`src/ebp_pkg.sv`:
```
// shared constants of the external memory port: register map, windows, commands
// assumes 32-bit word addresses from the core and dma side
package ebp_pkg;
   // ****************************************
   // register map (byte offsets)
   // ****************************************
   localparam logic [7:0] EBP_REG_BANK_MODE = 8'h00;
   localparam logic [7:0] EBP_REG_ASYNC_TIMING = 8'h04;
   localparam logic [7:0] EBP_REG_SDRAM_SIZE = 8'h08;
   localparam logic [7:0] EBP_REG_SDRAM_TIMING = 8'h0c;
   localparam logic [7:0] EBP_REG_STATUS = 8'h10;
   // reset values
   localparam logic [31:0] EBP_RST_BANK_MODE = 32'h0000_0000;
   localparam logic [31:0] EBP_RST_ASYNC_TIMING = 32'h0f0f_0f0f;
   localparam logic [31:0] EBP_RST_SDRAM_SIZE = 32'h0000_0000;
   localparam logic [31:0] EBP_RST_SDRAM_TIMING = 32'h0000_0333;
   // field positions
   localparam int EBP_F_COMPRESSED = 4;
   localparam int EBP_F_EXT_BUFFER = 12;
   localparam int EBP_SIZE_FIELD = 3;
   localparam logic [2:0] EBP_SIZE_MAX = 3'h6;
   // ****************************************
   // address windows (word addresses)
   // ****************************************
   localparam int EBP_BANKS = 4;
   localparam logic [25:0] EBP_B0_LOW = 26'h020_0000;
   localparam logic [25:0] EBP_ASYNC_TOP = 26'h07f_ffff;
   localparam logic [25:0] EBP_SDRAM_TOP = 26'h3ff_ffff;
   localparam logic [25:0] EBP_SIZE_UNIT = 26'h010_0000;
   localparam logic [25:0] EBP_TRAD_LOW = 26'h020_0000;
   localparam logic [25:0] EBP_TRAD_TOP = 26'h05f_ffff;
   localparam logic [25:0] EBP_COMP_LOW = 26'h060_0000;
   localparam logic [25:0] EBP_COMP_TOP = 26'h0ff_ffff;
   // timing
   localparam logic [7:0] EBP_SYNC_LAT = 8'h03;
   // sdram commands {ras_n, cas_n, we_n}
   localparam logic [2:0] EBP_CMD_NOP = 3'h7;
   localparam logic [2:0] EBP_CMD_ACT = 3'h3;
   localparam logic [2:0] EBP_CMD_READ = 3'h5;
   localparam logic [2:0] EBP_CMD_WRITE = 3'h4;
   localparam logic [2:0] EBP_CMD_PRE = 3'h2;
   typedef enum logic [2:0] {
      EBP_IDLE = 3'b000,
      EBP_ASYNC = 3'b001,
      EBP_ACT = 3'b010,
      EBP_ACCESS = 3'b011,
      EBP_PRE = 3'b100,
      EBP_DONE = 3'b101
   } ebp_state_t;
endpackage

```
`src/ebp_port.sv`:
```
// external memory port: bank decode, core/dma arbitration, async and sdram cycles
// assumes requesters hold their request until ack; registers over apb
//
// Notes on behaviour
// - four external banks, each set to async memory or sdram by software
// - async bank windows: 6M words in bank 0, 8M in banks 1-3
// - async decode ranges end at base plus 0x7fffff, bank 0 from 0x200000
// - sdram bank windows: 62M words in bank 0, 64M in banks 1-3
// - sdram decode ranges fill each 64M word bank slot, bank 0 from 0x200000
// - arbiter picks between competing core and dma requests
// - one select line per bank, four in total, any type mix
// - async timing held separately for every bank
// - partly populated windows are never remapped or joined together
// - sdram size per bank configurable from 4M to 256M bytes
// - sdram timing parameters programmable for slower parts
// - selectable external buffer timing for large sdram systems
// - bank ranges are 32-bit normal word addresses
// - simd access to sdram moves 64 bits, both element registers
// - compressed mode fetches 48-bit words holding up to three instructions
// - instruction fetch only from bank 0, both instruction modes
// - traditional fetch 0x200000-0x5fffff, compressed fetch 0x600000-0xffffff
`timescale 1ns/10ps
module ebp_port
   import ebp_pkg::*;
#(
   parameter int DATA_W = 64
) (
   input wire logic pclk,
   input wire logic presetn,
   input wire logic psel,
   input wire logic penable,
   input wire logic pwrite,
   input wire logic [31:0] paddr,
   input wire logic [31:0] pwdata,
   output logic [31:0] prdata,
   output logic pready,
   output logic pslverr,
   input wire logic core_req,
   input wire logic [31:0] core_addr,
   input wire logic core_write,
   input wire logic [DATA_W-1:0] core_wdata,
   input wire logic core_simd,
   input wire logic core_fetch,
   output logic core_ack,
   output logic core_err,
   output logic [DATA_W-1:0] core_rdata,
   input wire logic dma_req,
   input wire logic [31:0] dma_addr,
   input wire logic dma_write,
   input wire logic [DATA_W-1:0] dma_wdata,
   output logic dma_ack,
   output logic dma_err,
   output logic [DATA_W-1:0] dma_rdata,
   output logic [3:0] bank_select_lines_n,
   output logic [25:0] mem_addr,
   output logic [DATA_W-1:0] external_port_data_bus_out,
   output logic external_port_data_bus_oe,
   input wire logic [DATA_W-1:0] external_port_data_bus_in,
   output logic mem_rd_n,
   output logic mem_wr_n,
   output logic [2:0] sdram_cmd
);
   // ****************************************
   // functions
   // ****************************************
   // {hit, bank}; window top depends on the bank's type
   function automatic logic [2:0] ebp_decode(input logic [31:0] a, input logic [3:0] sd);
      logic [1:0] b;
      logic [25:0] top;
      logic hit;
      b = a[27:26];
      top = sd[b] ? EBP_SDRAM_TOP : EBP_ASYNC_TOP;
      hit = (a[31:28] == 4'h0) && (a[25:0] <= top);
      if (b == 2'h0 && a[25:0] < EBP_B0_LOW) begin
         hit = 1'b0;
      end
      ebp_decode = {hit, b};
   endfunction

   // populated sdram words for a size code: 1M words (4M bytes) doubled per step
   function automatic logic [26:0] ebp_words(input logic [2:0] code);
      logic [2:0] c;
      c = (code > EBP_SIZE_MAX) ? EBP_SIZE_MAX : code;
      ebp_words = {1'b0, EBP_SIZE_UNIT} << c;
   endfunction

   // ****************************************
   // registers
   // ****************************************
   logic [3:0] bank_mode;
   logic compressed_instruction_mode;
   logic [31:0] async_timing;
   logic [31:0] sdram_size;
   logic [3:0] cas_lat;
   logic [3:0] trcd;
   logic [3:0] trp;
   logic ext_buffer;
   ebp_state_t state;
   logic last_dma;
   logic [15:0] err_count;

   wire apb_setup = psel && !penable;
   wire apb_wr = psel && penable && pwrite;
   wire [7:0] reg_off = paddr[7:0];
   wire reg_hit = (paddr[31:8] == 24'h0) && (paddr[1:0] == 2'h0) && (reg_off <= EBP_REG_STATUS);
   wire [31:0] timing_word = {19'h0, ext_buffer, trp, trcd, cas_lat};
   wire [31:0] status_word = {err_count, 10'h0, last_dma, state != EBP_IDLE, 1'b0, state};

   assign pready = 1'b1;
   assign pslverr = psel && penable && !reg_hit;

   always_ff @(posedge pclk or negedge presetn) begin
      if (!presetn) begin
         bank_mode <= EBP_RST_BANK_MODE[3:0];
         compressed_instruction_mode <= EBP_RST_BANK_MODE[EBP_F_COMPRESSED];
         async_timing <= EBP_RST_ASYNC_TIMING;
         sdram_size <= EBP_RST_SDRAM_SIZE;
         cas_lat <= EBP_RST_SDRAM_TIMING[3:0];
         trcd <= EBP_RST_SDRAM_TIMING[7:4];
         trp <= EBP_RST_SDRAM_TIMING[11:8];
         ext_buffer <= EBP_RST_SDRAM_TIMING[EBP_F_EXT_BUFFER];
      end else if (apb_wr && reg_hit) begin
         case (reg_off)
            EBP_REG_BANK_MODE: begin
               bank_mode <= pwdata[3:0];
               compressed_instruction_mode <= pwdata[EBP_F_COMPRESSED];
            end
            EBP_REG_ASYNC_TIMING: begin
               async_timing <= pwdata;
            end
            EBP_REG_SDRAM_SIZE: begin
               sdram_size <= pwdata;
            end
            EBP_REG_SDRAM_TIMING: begin
               cas_lat <= pwdata[3:0];
               trcd <= pwdata[7:4];
               trp <= pwdata[11:8];
               ext_buffer <= pwdata[EBP_F_EXT_BUFFER];
            end
            default: begin
            end
         endcase
      end
   end

   always_ff @(posedge pclk or negedge presetn) begin
      if (!presetn) begin
         prdata <= 32'h0;
      end else if (apb_setup) begin
         case (reg_off)
            EBP_REG_BANK_MODE: prdata <= {27'h0, compressed_instruction_mode, bank_mode};
            EBP_REG_ASYNC_TIMING: prdata <= async_timing;
            EBP_REG_SDRAM_SIZE: prdata <= sdram_size;
            EBP_REG_SDRAM_TIMING: prdata <= timing_word;
            EBP_REG_STATUS: prdata <= status_word;
            default: prdata <= 32'h0;
         endcase
         if (!reg_hit) begin
            prdata <= 32'h0;
         end
      end
   end

   // ****************************************
   // arbitration and request check
   // ****************************************
   // alternate on a tie so neither side starves
   wire pick_dma = dma_req && (!core_req || !last_dma);
   // no retake while an answer still stands
   wire pick_any = (core_req || dma_req) && (state == EBP_IDLE) && !core_ack && !dma_ack;
   wire [31:0] sel_addr = pick_dma ? dma_addr : core_addr;
   wire sel_write = pick_dma ? dma_write : core_write;
   wire [DATA_W-1:0] sel_wdata = pick_dma ? dma_wdata : core_wdata;
   wire sel_simd = !pick_dma && core_simd;
   wire sel_fetch = !pick_dma && core_fetch;
   wire [2:0] dec = ebp_decode(sel_addr, bank_mode);
   wire dec_hit = dec[2];
   wire [1:0] dec_bank = dec[1:0];
   wire dec_sd = bank_mode[dec_bank];
   wire [2:0] dec_size = sdram_size[dec_bank*EBP_SIZE_FIELD +: EBP_SIZE_FIELD];
   // no remap: a word past the populated part is refused, not folded in
   wire populated = !dec_sd || ({1'b0, sel_addr[25:0]} < ebp_words(dec_size));
   wire [25:0] fetch_low = compressed_instruction_mode ? EBP_COMP_LOW : EBP_TRAD_LOW;
   wire [25:0] fetch_top = compressed_instruction_mode ? EBP_COMP_TOP : EBP_TRAD_TOP;
   wire fetch_ok = (dec_bank == 2'h0) && (sel_addr[25:0] >= fetch_low) &&
                   (sel_addr[25:0] <= fetch_top) && !sel_write;
   wire req_ok = dec_hit && populated && (!sel_fetch || fetch_ok);
   wire [7:0] async_wait = async_timing[dec_bank*8 +: 8];

   // ****************************************
   // data input synchroniser
   // ****************************************
   logic [DATA_W-1:0] din_s1;
   logic [DATA_W-1:0] din_s2;
   logic [DATA_W-1:0] din_s3;
   logic [DATA_W-1:0] din_seen;
   always_ff @(posedge pclk or negedge presetn) begin
      if (!presetn) begin
         din_s1 <= '0;
         din_s2 <= '0;
         din_s3 <= '0;
         din_seen <= '0;
      end else begin
         din_s1 <= external_port_data_bus_in;
         din_s2 <= din_s1;
         din_s3 <= din_s2;
         if (din_s2 == din_s3) begin
            din_seen <= din_s3;
         end
      end
   end
   wire [DATA_W-1:0] din_now = (din_s2 == din_s3) ? din_s3 : din_seen;

   // ****************************************
   // memory cycle sequencer
   // ****************************************
   logic cur_dma;
   logic cur_write;
   logic cur_wide;
   logic cur_fetch;
   logic cur_err;
   logic [1:0] cur_bank;
   logic [7:0] count;
   wire count_done = (count == 8'h0);
   wire [7:0] read_tail = cur_write ? 8'h0 : EBP_SYNC_LAT;
   wire [7:0] cas_wait = {4'h0, cas_lat} + {7'h0, ext_buffer} + read_tail;
   wire [3:0] sel_onehot = 4'h1 << cur_bank;

   always_ff @(posedge pclk or negedge presetn) begin
      if (!presetn) begin
         state <= EBP_IDLE;
         last_dma <= 1'b0;
         cur_dma <= 1'b0;
         cur_write <= 1'b0;
         cur_wide <= 1'b0;
         cur_fetch <= 1'b0;
         cur_err <= 1'b0;
         cur_bank <= 2'h0;
         count <= 8'h0;
         err_count <= 16'h0;
         mem_addr <= 26'h0;
         external_port_data_bus_out <= '0;
      end else begin
         if (!count_done) begin
            count <= count - 8'h1;
         end
         case (state)
            EBP_IDLE: begin
               if (pick_any) begin
                  last_dma <= pick_dma;
                  cur_dma <= pick_dma;
                  cur_write <= sel_write;
                  cur_wide <= sel_simd && dec_sd;
                  cur_fetch <= sel_fetch;
                  cur_bank <= dec_bank;
                  cur_err <= !req_ok;
                  mem_addr <= sel_addr[25:0];
                  external_port_data_bus_out <= sel_wdata;
                  if (!req_ok) begin
                     state <= EBP_DONE;
                     err_count <= err_count + 16'h1;
                  end else if (dec_sd) begin
                     state <= EBP_ACT;
                     count <= {4'h0, trcd};
                  end else begin
                     state <= EBP_ASYNC;
                     count <= async_wait + (sel_write ? 8'h0 : EBP_SYNC_LAT);
                  end
               end
            end
            EBP_ASYNC: begin
               if (count_done) begin
                  state <= EBP_DONE;
               end
            end
            EBP_ACT: begin
               if (count_done) begin
                  state <= EBP_ACCESS;
                  count <= cas_wait;
               end
            end
            EBP_ACCESS: begin
               if (count_done) begin
                  state <= EBP_PRE;
                  count <= {4'h0, trp};
               end
            end
            EBP_PRE: begin
               if (count_done) begin
                  state <= EBP_DONE;
               end
            end
            EBP_DONE: begin
               state <= EBP_IDLE;
            end
            default: begin
               state <= EBP_IDLE;
            end
         endcase
      end
   end

   // ****************************************
   // pin drive
   // ****************************************
   wire in_async = (state == EBP_ASYNC);
   wire in_sd = (state == EBP_ACT) || (state == EBP_ACCESS) || (state == EBP_PRE);
   wire access_first = (state == EBP_ACT) && count_done;
   wire pre_first = (state == EBP_ACCESS) && count_done;
   wire [2:0] next_cmd = access_first ? (cur_write ? EBP_CMD_WRITE : EBP_CMD_READ) :
                         pre_first ? EBP_CMD_PRE : EBP_CMD_NOP;
   always_ff @(posedge pclk or negedge presetn) begin
      if (!presetn) begin
         bank_select_lines_n <= 4'hf;
         mem_rd_n <= 1'b1;
         mem_wr_n <= 1'b1;
         external_port_data_bus_oe <= 1'b0;
         sdram_cmd <= EBP_CMD_NOP;
      end else begin
         bank_select_lines_n <= (in_async || in_sd) ? ~sel_onehot : 4'hf;
         mem_rd_n <= !(in_async && !cur_write);
         mem_wr_n <= !(in_async && cur_write);
         external_port_data_bus_oe <= (in_async || in_sd) && cur_write;
         if (state == EBP_IDLE && pick_any && req_ok && dec_sd) begin
            sdram_cmd <= EBP_CMD_ACT;
         end else begin
            sdram_cmd <= in_sd ? next_cmd : EBP_CMD_NOP;
         end
      end
   end

   // ****************************************
   // answers
   // ****************************************
   // normal words use the low 32 bits; fetches 48; sdram simd all 64
   wire [DATA_W-1:0] mask_n = {{(DATA_W-32){1'b0}}, 32'hffff_ffff};
   wire [DATA_W-1:0] mask_f = {{(DATA_W-48){1'b0}}, 48'hffff_ffff_ffff};
   wire [DATA_W-1:0] rmask = cur_wide ? {DATA_W{1'b1}} : (cur_fetch ? mask_f : mask_n);
   wire [DATA_W-1:0] next_rdata = (cur_err || cur_write) ? '0 : (din_now & rmask);
   wire done = (state == EBP_DONE);
   always_ff @(posedge pclk or negedge presetn) begin
      if (!presetn) begin
         core_ack <= 1'b0;
         core_err <= 1'b0;
         core_rdata <= '0;
         dma_ack <= 1'b0;
         dma_err <= 1'b0;
         dma_rdata <= '0;
      end else begin
         core_ack <= done && !cur_dma;
         dma_ack <= done && cur_dma;
         core_err <= done && !cur_dma && cur_err;
         dma_err <= done && cur_dma && cur_err;
         if (done && !cur_dma) begin
            core_rdata <= next_rdata;
         end
         if (done && cur_dma) begin
            dma_rdata <= next_rdata;
         end
      end
   end
endmodule

```
`config.mk`:
```
export PLATFORM = sky130hd
export DESIGN_NAME = ebp_port
export DESIGN_NICKNAME = d
export VERILOG_FILES = /design/src/ebp_pkg.sv /design/src/ebp_port.sv
export SDC_FILE = /design/constraint.sdc
export NUM_CORES = 1
export LEC_CHECK = 0
export ABC_CLOCK_PERIOD_IN_PS = 3500
export BUFFER_PORTS_ARGS = -buffer_cell sky130_fd_sc_hd__buf_2
export CORE_UTILIZATION = 44
export CTS_BUF_LIST = sky130_fd_sc_hd__clkbuf_2 sky130_fd_sc_hd__clkbuf_4 sky130_fd_sc_hd__clkbuf_8
export CTS_CLUSTER_DIAMETER = 200
export DETAILED_ROUTE_END_ITERATION = 7
export PLACE_DENSITY = 0.73
export SKIP_LAST_GASP = 1
export SLEW_MARGIN = 40
export SYNTH_ARGS = -nofsm -noshare
export SYNTH_HDL_FRONTEND = slang
export SYNTH_SLANG_ARGS = --single-unit
export TNS_END_PERCENT = 50
```
`constraint.sdc`:
```
create_clock -name pclk -period 3.5 [get_ports pclk]
set_input_delay 0.525 -clock pclk [delete_from_list [all_inputs] [get_ports pclk]]
set_output_delay 0.525 -clock pclk [all_outputs]
set_load 0.05 [all_outputs]
```
== After elaboration in Yosys (flattened, before gate mapping) ==
Index checks and enable logic that the tools add are counted.
Word-level totals
  logic and storage cells: 179
  bits in registers: 636
Operators by class
  multiplexer cells: 38
  shift operators: 4
  order comparisons: 8
  eq/ne operators: 14
  bitwise logic cells: 3
  reduce and logical (&&, ||, !) cells: 71
  add/sub/neg operators: 5
  $mul: 1
Operator list (count)
  $mux W64: 4
  $pmux W32 S5: 1
  $and A64 B64 Y64: 1
  $eq A64 B64 Y1: 1
  $mux W32: 2
  $mux W48: 1
  $mux W8: 6
  $logic_and A1 B1 Y1: 33
  $shiftx A32 B5 Y3: 1
  $shiftx A32 B6 Y8: 1
  $mux W3: 10
  $lt A26 B27 Y1: 1
  $shl A21 B3 Y27 const A: 1
  $ge A26 B23 Y1: 1
  $le A26 B24 Y1: 1
  $le A26 B26 Y1: 1
  $lt A26 B22 Y1 const B: 1
  $mux W26: 1
  $logic_not A24 Y1: 1
  $mux W24: 1
  $pmux W8 S3: 1
  $mux W23: 1
  $add A16 B1 Y16 const B: 1
  $eq A8 B4 Y1 const B: 2
  other kinds (34): 69

== Longest topological paths before layout ==
Gate-level depths: netlist (run 1).
  word-level depth: 16
  gate-level depth with buffers: 15
  mapped depth without buffers: 12

== Worst setup path before layout (run 1) ==
Ideal clock, no wire load.
  path type: input to register
  start point: input port dma_req
  end point: register err_count[1]
  slack: -0.174 ns
  stages on the path: 14
  arrival: 3.549 ns
  data required time: 3.375 ns
  library setup time: 0.125 ns
  path through: a21bo_2 buf_2 a2bb2oi_4 buf_2 mux4_2 nand2b_1 ha_1 o211ai_1 a21o_1 a221o_1 nand4_2 buf_6 nand2_4 mux2_4
Between the ends
  word-level cells in the longest chain between the ends: 13
  elaborated cells between the ends (all ways): 39
RTL lines
  start, declared: RTL line ebp_port.sv:47  | input wire logic dma_req,
  $logic_and A1 B1 Y1: RTL line ebp_port.sv:168  | wire pick_dma = dma_req && (!core_req || !last_dma);
  $mux W32: RTL line ebp_port.sv:171  | wire [31:0] sel_addr = pick_dma ? dma_addr : core_addr;
  $mul A2 B2 Y4: RTL line ebp_port.sv:180  | wire [2:0] dec_size = sdram_size[dec_bank*EBP_SIZE_FIELD +: EBP_SIZE_FIELD];
  $shiftx A32 B5 Y3: RTL line ebp_port.sv:180
  $gt A3 B3 Y1: RTL line ebp_port.sv:83  | c = (code > EBP_SIZE_MAX) ? EBP_SIZE_MAX : code;
  $mux W3: RTL line ebp_port.sv:83
  $shl A21 B3 Y27: RTL line ebp_port.sv:84  | ebp_words = {1'b0, EBP_SIZE_UNIT} << c;
  $lt A26 B27 Y1: RTL line ebp_port.sv:182  | wire populated = !dec_sd || ({1'b0, sel_addr[25:0]} < ebp_words(dec_size));
  $logic_or A1 B1 Y1: RTL line ebp_port.sv:182
  $logic_and A1 B1 Y1 (2 in series): RTL line ebp_port.sv:187  | wire req_ok = dec_hit && populated && (!sel_fetch || fetch_ok);
  $not A1 Y1 (no source line)
  $reduce_and A3 Y1 (no source line) *
  end signal, assigned: RTL line ebp_port.sv:261  | err_count <= err_count + 16'h1;
  end, declared: RTL line ebp_port.sv:100  | logic [15:0] err_count;
Mark *: on every way between the ends. The rest lies on a longest branch, timed or not. The select of a mux whose other input is x is not followed.
A chain may end at the register's enable or synchronous reset.

==> impl_metrics.py, run 1 <==
metrics = {
    "clocking": {
        "worstSkewPairLatency_ns": 0.71,
        "clock-root-buffer": "clkbuf_8",
        "ctsLongestPathBuffers": 3,
        "post-cts-setup-buffer-count": 0,
        "numCtsBuffers": 104,
        "clk_pin_slew_ns": 0.06,
        "htreeDepth": 3,
        "cts_sinks": 636,
        "cts_tree": "built",
    },
    "placement": {
        "hpwl_um": 58850,
        "pre_cts_ws_ns": -0.1893,
        "gp_congestion": 0.9666,
        "place_area_um2": 29320,
        "io_buffer_count": 595,
    },
    "yosys": {
        "avgSynthCellArea_um2": 11.63,
        "ys_warn_count": 0,
        "synth_seq_area_share": 0.6343,
        "synth_edf_count": 0,
        "synth.cell_area_um2": 25150,
        "synthArstFlopShare": 1.000,
        "synth.net_count": 2515,
        "synth-seq-cells": 636,
        "yosysUniqueCellTypes": 65,
        "synth_cells": 2163,
        "synth_flop_cell": "dfrtp_1",
    },
    "drt": {
        "wl_met1_um": 31220,
        "met2WireLength_um": 40020,
        "via_count": 19710,
        "drt_pre_antenna_iters": 7,
        "drt_iter0_markers": 1456,
        "drc": 0,
        "drt_wl_total_um": 79920,
        "met3_length_um": 5620,
        "maxUsedRoutingLayer": "met5",
        "wl_per_cell_um": 21.45,
        "vias_per_cell": 5.289,
        "antenna_left": 0,
    },
    "grt": {
        "grt_antenna_before_repair": 14,
        "grt_pass1_vias": 20120,
        "grt-ovfl-total": 0,
        "grt_usage": 0.2718,
        "grt_max_degree": 131,
        "grt_pass1_wl_um": 118400,
    },
    "final_layout": {
        "drive_gt1_frac": 0.3647,
        "final_common_cell": "dfrtp_1",
        "final_cell_mix": "604 x dfrtp_1, 594 x buf_2, 455 x nand2_1",
        "area_delta_synth_final_pct": 28.73,
        "nNetsFinal": 3230,
        "final_util": 0.5743,
        "fillers": 4666,
        "final_cell_area_um2": 32380,
    },
    "critical_path": {
        "reg2reg_slack_ns": 0.18,
        "start_kind": "flop",
        "worstReg2RegEnd": "err_count[12]",
        "worstSetupPathType": "flop to flop",
        "worstPathArrival_ns": 3.89,
        "critPathSlowestCell": "mux4_2",
        "critPathBufInv": 2,
        "worst-path-stages": 13,
        "crit_chain": "a21bo_4, a2bb2oi_4, mux4_2, nand2b_1, ha_1, nand3_1, a21o_1, a221o_1, nand4_2, buf_6, buf_8, nand4_1, xnor2_1",
        "worstPathRequired_ns": 4.07,
        "endpoint_kind": "flop",
        "r2r-start": "cur_dma",
        "crit_family": "compound AO/OA/AOI/OAI gates",
        "crit_fanout": 14,
        "slowest_delay_ns": 0.56,
        "rr_worst_depth": 13,
    },
    "timing": {
        "worst_slew_pin_slew_ns": 0.8170,
        "finClkSkew_ns": 0.04492,
        "setup_viol": 0,
        "layout_setup_ws_ns": 0.1756,
        "fin_tns_setup_ns": 0,
        "relSlewSlack": 0.4553,
        "fmax_ghz": 0.3008,
        "hold_viol_final": 0,
        "fin_crit_sh": 0.9498,
        "rsz0062_at_grt": "false",
        "post-route-min-period_ns": 3.324,
        "drv_slew": 0,
    },
    "die": {
        "die-area_um2": 58130,
        "start_util": 0.4461,
        "num_rows": 87,
        "boundaryPins": 597,
        "die_h_um": 241.1,
        "core_area_um2": 56390,
        "fp.dieW_um": 241.1,
    },
    "job": {
        "cap_violations": 0,
    },
    "power": {
        "p_leak_nw": 15.68,
        "p_total_mw": 21.98,
        "p_per_area_nw_per_um2": 678.7,
        "vdd_drop_max_mv": 0.6117,
    },
    "worst_hold_path": {
        "holdPathEnd": "async_timing[25]",
        "hold_start": "pwdata[25]",
        "hold_depth": 2,
        "hp-class": "primary input to flop",
    },
    "outcome": {
        "status": "finished clean",
    },
}
[cell families (layout without fill, tap and decap cells)]
group	count (synthesis)	in the layout	share of synthesized area
AOI/OAI and AO/OA	358	358	0.08749
xor gates and xnor gates	91	91	0.03169
adders and majority gates	21	21	0.01134
buffers and inverters	146	944	0.02343
DFF	636	636	0.6343
muxes	192	192	0.09018
other	1	10	0.0001491
and+or+nand+nor	718	718	0.1215
[synthesized netlist by cell type (all sizes together) (23+ instances only)]
cell / number / area (um^2)
dfrtp: 605 / 15140
nand2: 456 / 1719
o21ai: 176 / 880.8
mux2: 165 / 1866
nor2: 117 / 439.2
clkbuf: 99 / 372.9
a31oi: 89 / 556.8
xnor2: 87 / 762.0
nand4: 39 / 250.2
dfstp: 31 / 814.5
nand3: 25 / 125.1
inv: 24 / 90.09
buf: 23 / 126.4
[report_power, final]
| group | switching, mW | internal [mW] | total (mW) | leakage [nW] |
|---|---|---|---|---|
| clock | 3.02 | 4.14 | 7.15 | 1.25 |
| sequential | 0.609 | 8.20 | 8.81 | 8.03 |
| combinational | 4.41 | 1.61 | 6.02 | 6.40 |
[metrics by stage]
stage,hold slack [ns],cells
4_1_cts,0.006981,3717
2_1_floorplan,0.2294,2163
3_5_place_dp,0.3347,3463
6_report,0.07857,3726
5_1_grt,0.04977,3721
3_3_place_gp,0.3330,3463
[worst reg2reg max path, cell delays in order, from the launching register on]
cell,delay (ns)
dfrtp_2,0.44
a21bo_4,0.24
a2bb2oi_4,0.14
mux4_2,0.56
nand2b_1,0.18
ha_1,0.29
nand3_1,0.09
a21o_1,0.16
a221o_1,0.37
nand4_2,0.12
buf_6,0.16
buf_8,0.15
nand4_1,0.15
xnor2_1,0.16
[state kept, by name (all words and copies together) (netlist names), 8 cells and up]
register and cells:
core_rdata 64, err_count 16, async_timing 32, external_port_data_bus_out 64
din_s3 64, prdata 32, din_s1 64, din_seen 64
din_s2 64, count 8, sdram_size 32, dma_rdata 64
mem_addr 26
[layout make-up]
cell class | instances | area (um^2) | share of cell area
Inverter | 24 | 90.09 | 0.002782
Timing Repair Buffer | 731 | 4324 | 0.1335
Multi-Input combinational cell | 1381 | 8682 | 0.2681
Clock inverter | 27 | 294.0 | 0.009080
Sequential cell | 636 | 15960 | 0.4927
Clock buffer | 162 | 2067 | 0.06383
Tap cell | 756 | 945.9 | 0.02921
Antenna cell | 9 | 22.52 | 0.0006955
[per-layer routing]
| metal | global-route usage | up-vias |
|---|---|---|
| met1 | 0.3318 | 9845 |
| met5 | 0 | - |
| met2 | 0.4587 | 768 |
| met3 | 0.06314 | 156 |
| met4 | 0.1210 | 12 |
| li1 | - | 8926 |
[how the worst max path moves through the flow]
stage / endpoint / start
4_1_cts: err_count[12] / cur_dma
6_report: err_count[12] / cur_dma
3_5_place_dp: err_count[12] / core_addr[27]
2_1_floorplan: err_count[1] / dma_req
5_1_grt: err_count[5] / cur_dma
3_3_place_gp: err_count[7] / core_addr[27]
[repair_timing]
item	in CTS	in global routing
gates resized for setup	0	5
endpoints found under the setup margin	0	13
endpoints found under the hold margin	127	0
hold buffers	65	0
No activity file was read; power rests on OpenSTA's default activity.
==> run 2: changes to the inputs <==
CTS_BUF_LIST = default   (was sky130_fd_sc_hd__clkbuf_2 sky130_fd_sc_hd__clkbuf_4 sky130_fd_sc_hd__clkbuf_8)
==> run 2 against run 1 <==
Worst hold slack got worse by 0.042 ns. Global-route usage increased by 0.078 points. Sequential power is essentially flat. Flip-flop and latch count is the same. Cell count decreased by 3.1%. Critical path depth fell by 1. Non-clock buffer count shrank 47. Via count down 1.7%. Combinational power is 1% lower. Total power rose by 1.7%. Critical path type unchanged. Largest cell class unchanged. Highest routed layer unchanged.
==> impl_metrics.py, run 2 (synthesis gave the netlist of run 1 again) <==
metrics = {
    "power": {
        "p_total_mw": 22.34,
        "vdd_drop_max_mv": 0.5971,
        "p_leak_nw": 15.40,
        "p_per_area_nw_per_um2": 700.4,
    },
    "clocking": {
        "cts_tree": "built",
        "cts_sinks": 636,
        "clk_pin_slew_ns": 0.06,
        "worstSkewPairLatency_ns": 0.60,
        "htreeDepth": 3,
        "post-cts-setup-buffer-count": 0,
        "numCtsBuffers": 69,
        "clock-root-buffer": "clkbuf_16",
        "ctsLongestPathBuffers": 3,
    },
    "timing": {
        "setup_viol": 0,
        "rsz0062_at_grt": "false",
        "relSlewSlack": 0.4417,
        "finClkSkew_ns": 0.02701,
        "fin_crit_sh": 0.9649,
        "drv_slew": 0,
        "holdWs_ns": 0.03631,
        "layout_setup_ws_ns": 0.1229,
        "worst_slew_pin_slew_ns": 0.8375,
        "fin_tns_setup_ns": 0,
        "post-route-min-period_ns": 3.377,
        "fmax_ghz": 0.2961,
        "hold_viol_final": 0,
    },
    "drt": {
        "antenna_left": 0,
        "vias_per_cell": 5.362,
        "drc": 0,
        "drt_iter0_markers": 1475,
        "drt_pre_antenna_iters": 6,
        "drt_wl_total_um": 79840,
        "via_count": 19370,
        "wl_per_cell_um": 22.10,
    },
    "final_layout": {
        "drive_gt1_frac": 0.3512,
        "final_common_cell": "dfrtp_1",
        "area_delta_synth_final_pct": 26.81,
        "final_cell_mix": "604 x dfrtp_1, 594 x buf_2, 455 x nand2_1",
        "final_util": 0.5657,
        "nNetsFinal": 3148,
    },
    "placement": {
        "io_buffer_count": 595,
        "hpwl_um": 58850,
        "gp_congestion": 0.9666,
        "pre_cts_ws_ns": -0.1893,
    },
    "grt": {
        "grt_pass1_vias": 19720,
        "grt_usage": 0.2725,
        "grt-ovfl-total": 0,
        "grt_max_degree": 131,
        "grt_pass1_wl_um": 118400,
        "grt_antenna_before_repair": 14,
    },
    "critical_path": {
        "endpoint_kind": "flop",
        "start_kind": "flop",
        "worstPathRequired_ns": 3.99,
        "crit_fanout": 20,
        "worstPathArrival_ns": 3.86,
        "worstSetupPathType": "flop to flop",
    },
    "die": {
        "die-area_um2": 58130,
        "num_rows": 87,
        "fp.dieW_um": 241.1,
        "start_util": 0.4461,
        "core_area_um2": 56390,
        "boundaryPins": 597,
        "die_h_um": 241.1,
    },
    "worst_hold_path": {
        "hp-class": "primary input to flop",
    },
    "job": {
        "cap_violations": 0,
    },
    "outcome": {
        "status": "finished clean",
    },
}
## run 2: changes by cell type in the layout (fill, tap and decap cells not counted), sizes merged
| cell | change |
|---|---|
| inv | +2 |
| buf | -1 |
| diode | -3 |
| dlygate4sd3 | -46 |
| clkinv | -3 |
| clkbuf | -64 |
| clkinvlp | -1 |
| bufinv | +2 |
## run 2: power by group
| group | internal [mW] | leakage [nW] | total (mW) | switching [mW] |
|---|---|---|---|---|
| clock | 4.55 | 1.17 | 7.58 | 3.03 |
| sequential | 8.20 | 8.03 | 8.81 | 0.612 |
| combinational | 1.57 | 6.20 | 5.96 | 4.38 |
| total | 14.3 | 15.4 | 22.3 | 8.03 |
## run 2: final timing paths
check	startpoint	endpoint	slack, ns	cells past startpoint
worst max-delay path	cur_dma	err_count[1]	0.12	12
worst min-delay path	external_port_data_bus_in[37]	din_s1[37]	0.04	1
worst max register to register	cur_dma	err_count[1]	0.12	12
worst min register to register	din_s1[59]	din_s2[59]	0.33	0
max in group asynchronous	presetn	din_seen[20]	1.89	4
min in group asynchronous	presetn	core_ack	0.52	2
## run 2: through the flow
step           instances  instance area (um^2)
2_1_floorplan       2163                 25190
3_3_place_gp        3463                 29320
3_5_place_dp        3463                 29320
4_1_cts             3607                 31880
5_1_grt             3608                 31890
6_report            3612                 31900
## run 2: what timing repair did
item,in CTS,in global routing
resized for setup,0,2
endpoints found under the setup margin,0,14
hold endpoints to repair,81,0
hold buffers,19,0
## run 2: layout make-up
class	count	area [um^2]
diodes	6	15.01
clock buffers	98	2008
clock inverters	27	356.6
fillers	4711	24490
inverters	24	90.09
multi-input cells	1381	8682
flip-flops and latches	636	15960
well taps	756	945.9
repair buffers	684	3845
## run 2: worst max-delay path, stage by stage (launching register included)
cell       delay (ns)
dfrtp_2          0.44
a21bo_4          0.24
a2bb2oi_4        0.13
mux4_2           0.57
nand2b_1         0.18
ha_1             0.29
nand3_1          0.09
a21o_1           0.16
a221o_1          0.37
nand4_2          0.11
buf_4            0.28
nand2_4          0.09
mux2_4           0.31
## run 2: layer usage
metal,share of wire,vias up,global-route usage
met2,0.50,800,0.4587
li1,-,8740,-
met1,0.38,9648,0.3314
met3,0.075,164,0.06737
met4,0.039,16,0.1210
met5,0.0013,-,0
==> run 3: changes to the inputs <==
CORE_UTILIZATION = 40   (was 44)
PLACE_DENSITY = 0.68   (was 0.73)
SLEW_MARGIN = default   (was 40)
==> run 3 against run 2 <==
Via count is 0.66% lower. Critical endpoint is now err_count[7]. Non-clock buffer count is 13 lower. Worst hold slack better by 0.0096 ns. Register-to-register slack better by 0.07 ns. Critical path depth stayed put. Clock skew is 0.00062 ns higher. Fmax is 2.1% higher. Cell area is 1.0% lower. Global-route usage is 3.1 points lower. Total power is 3.3% lower.
==> impl_metrics.py, run 3 (synthesis gave the netlist of run 1 again) <==
metrics = {
    "placement": {
        "io_buffer_count": 595,
        "pre_cts_ws_ns": -0.1238,
        "hpwl_um": 58730,
        "gp_congestion": 0.9015,
        "dp_cells": 3547,
    },
    "timing": {
        "holdWs_ns": 0.04588,
        "fin_tns_setup_ns": 0,
        "post-route-min-period_ns": 3.308,
        "fmax_ghz": 0.3023,
        "finClkSkew_ns": 0.02763,
        "layout_setup_ws_ns": 0.1917,
        "worst_slew_pin_slew_ns": 0.9724,
        "drv_slew": 0,
        "fin_crit_sh": 0.9452,
        "hold_viol_final": 0,
        "relSlewSlack": 0.3517,
        "rsz0062_at_grt": "false",
        "setup_viol": 0,
    },
    "die": {
        "start_util": 0.4061,
        "die_h_um": 252.8,
        "boundaryPins": 597,
        "core_area_um2": 61940,
        "fp.dieW_um": 252.8,
        "num_rows": 91,
        "die-area_um2": 63890,
    },
    "final_layout": {
        "final_cell_mix": "605 x dfrtp_1, 594 x buf_2, 455 x nand2_1",
        "drive_gt1_frac": 0.3515,
        "final_util": 0.5096,
        "layout.cells.non_filler": 3671,
        "nNetsFinal": 3132,
        "area_delta_synth_final_pct": 25.49,
        "final_common_cell": "dfrtp_1",
    },
    "grt": {
        "grt_pass1_wl_um": 116900,
        "grt_max_degree": 131,
        "grt_usage": 0.2414,
        "grt_antenna_before_repair": 13,
        "grt-ovfl-total": 0,
        "grt_pass1_vias": 19590,
    },
    "power": {
        "p_leak_nw": 15.21,
        "vdd_drop_max_mv": 0.6749,
        "p_per_area_nw_per_um2": 684.6,
    },
    "drt": {
        "via_count": 19240,
        "drt_iter0_markers": 1406,
        "vias_per_cell": 5.241,
        "drt_pre_antenna_iters": 8,
        "wl_per_cell_um": 21.23,
        "drc": 0,
        "antenna_left": 0,
        "drt_wl_total_um": 77940,
    },
    "critical_path": {
        "crit_fanout": 10,
        "critPathSlowestCell": "mux4_2",
        "start_kind": "flop",
        "slowest_delay_ns": 0.56,
        "worstPathRequired_ns": 3.94,
        "worstPathArrival_ns": 3.75,
        "worstSetupPathType": "flop to flop",
        "endpoint_kind": "flop",
        "crit_chain": "and2_1, a2bb2oi_4, mux4_2, nand2b_1, ha_1, nand3_1, a21o_1, a221o_1, nand4_4, buf_4, nand4_1, xnor2_1",
    },
    "outcome": {
        "status": "finished clean",
    },
    "clocking": {
        "cts_tree": "built",
        "ctsLongestPathBuffers": 3,
        "worstSkewPairLatency_ns": 0.59,
        "htreeDepth": 3,
        "clk_pin_slew_ns": 0.06,
        "numCtsBuffers": 66,
        "cts_sinks": 636,
        "clock-root-buffer": "clkbuf_16",
    },
    "worst_hold_path": {
        "hp-class": "primary input to flop",
    },
    "job": {
        "cap_violations": 0,
    },
}
[run 3: changes by cell type in the layout (fill, tap and decap cells not counted), moves of 2 or more]
| cell | previous run | this run |
|---|---|---|
| buf_12 | 11 | 9 |
| buf_4 | 58 | 66 |
| bufinv_16 | 7 | 2 |
| clkbuf_1 | 14 | 11 |
| clkbuf_16 | 71 | 66 |
| clkbuf_8 | 13 | 16 |
| clkinv_2 | 13 | 11 |
| diode_2 | 6 | 9 |
| dlygate4sd3_1 | 19 | 1 |
| inv_16 | 2 | 0 |
| inv_6 | 2 | 4 |
[run 3: power by group]
group / total [mW] / leakage [nW] / internal (mW) / switching [mW]
registers: 8.77 / 8.03 / 8.19 / 0.576
clock network: 6.84 / 1.04 / 3.97 / 2.88
logic: 6.00 / 6.14 / 1.56 / 4.43
[run 3: worst paths after layout]
check | slack (ns) | endpoint | cells after the start | start
setup / recovery | 0.19 | err_count[7] | 12 | cur_dma
hold / removal | 0.05 | din_s1[45] | 1 | external_port_data_bus_in[45]
setup reg to reg | 0.19 | err_count[7] | 12 | cur_dma
hold reg to reg | 0.34 | din_s2[53] | 0 | din_s1[53]
max in group asynchronous | 1.94 | external_port_data_bus_out[24] | 3 | presetn
min in group asynchronous | 0.56 | cur_bank[0] | 2 | presetn
[run 3: stage by stage]
step	total power [mW]	area, um^2
floorplan	12.79	25190
global placement	14.78	29420
finish	21.61	31570
CTS	21.81	31530
global route	22.57	31550
detailed placement	14.91	29420
[run 3: metal layers]
layer / vias to the layer above / GRT usage / share of wire
met4: 12 / 0.08987 / 0.032
met2: 754 / 0.4026 / 0.49
met1: 9622 / 0.3068 / 0.41
met5: - / 0 / 0.0010
li1: 8708 / - / -
met3: 144 / 0.05417 / 0.068
[run 3: cell type report]
class,instances,area [um^2]
flip-flops and latches,636,15950
clock inverters,20,182.7
diodes,9,22.52
repair buffers,671,3674
well taps,837,1047
inverters,24,90.09
fillers,5545,30370
clock buffers,93,1913
multi-input cells,1381,8682
[run 3: critical path, delay by kind of cell (launching register included)]
kind | cells | cell delay, ns
compound gates | 3 | 0.71
simple gates | 5 | 0.79
flops | 1 | 0.45
fa+ha+maj | 1 | 0.30
xor+xnor | 1 | 0.16
buf+inv | 1 | 0.20
mux | 1 | 0.56
[run 3: repair_timing]
item | 4_1_cts | 5_1_grt
setup endpoints to repair | 0 | 13
setup buffers | 0 | 1
hold endpoints to repair | 43 | 0
hold buffers | 1 | 0
resized for setup | 0 | 1
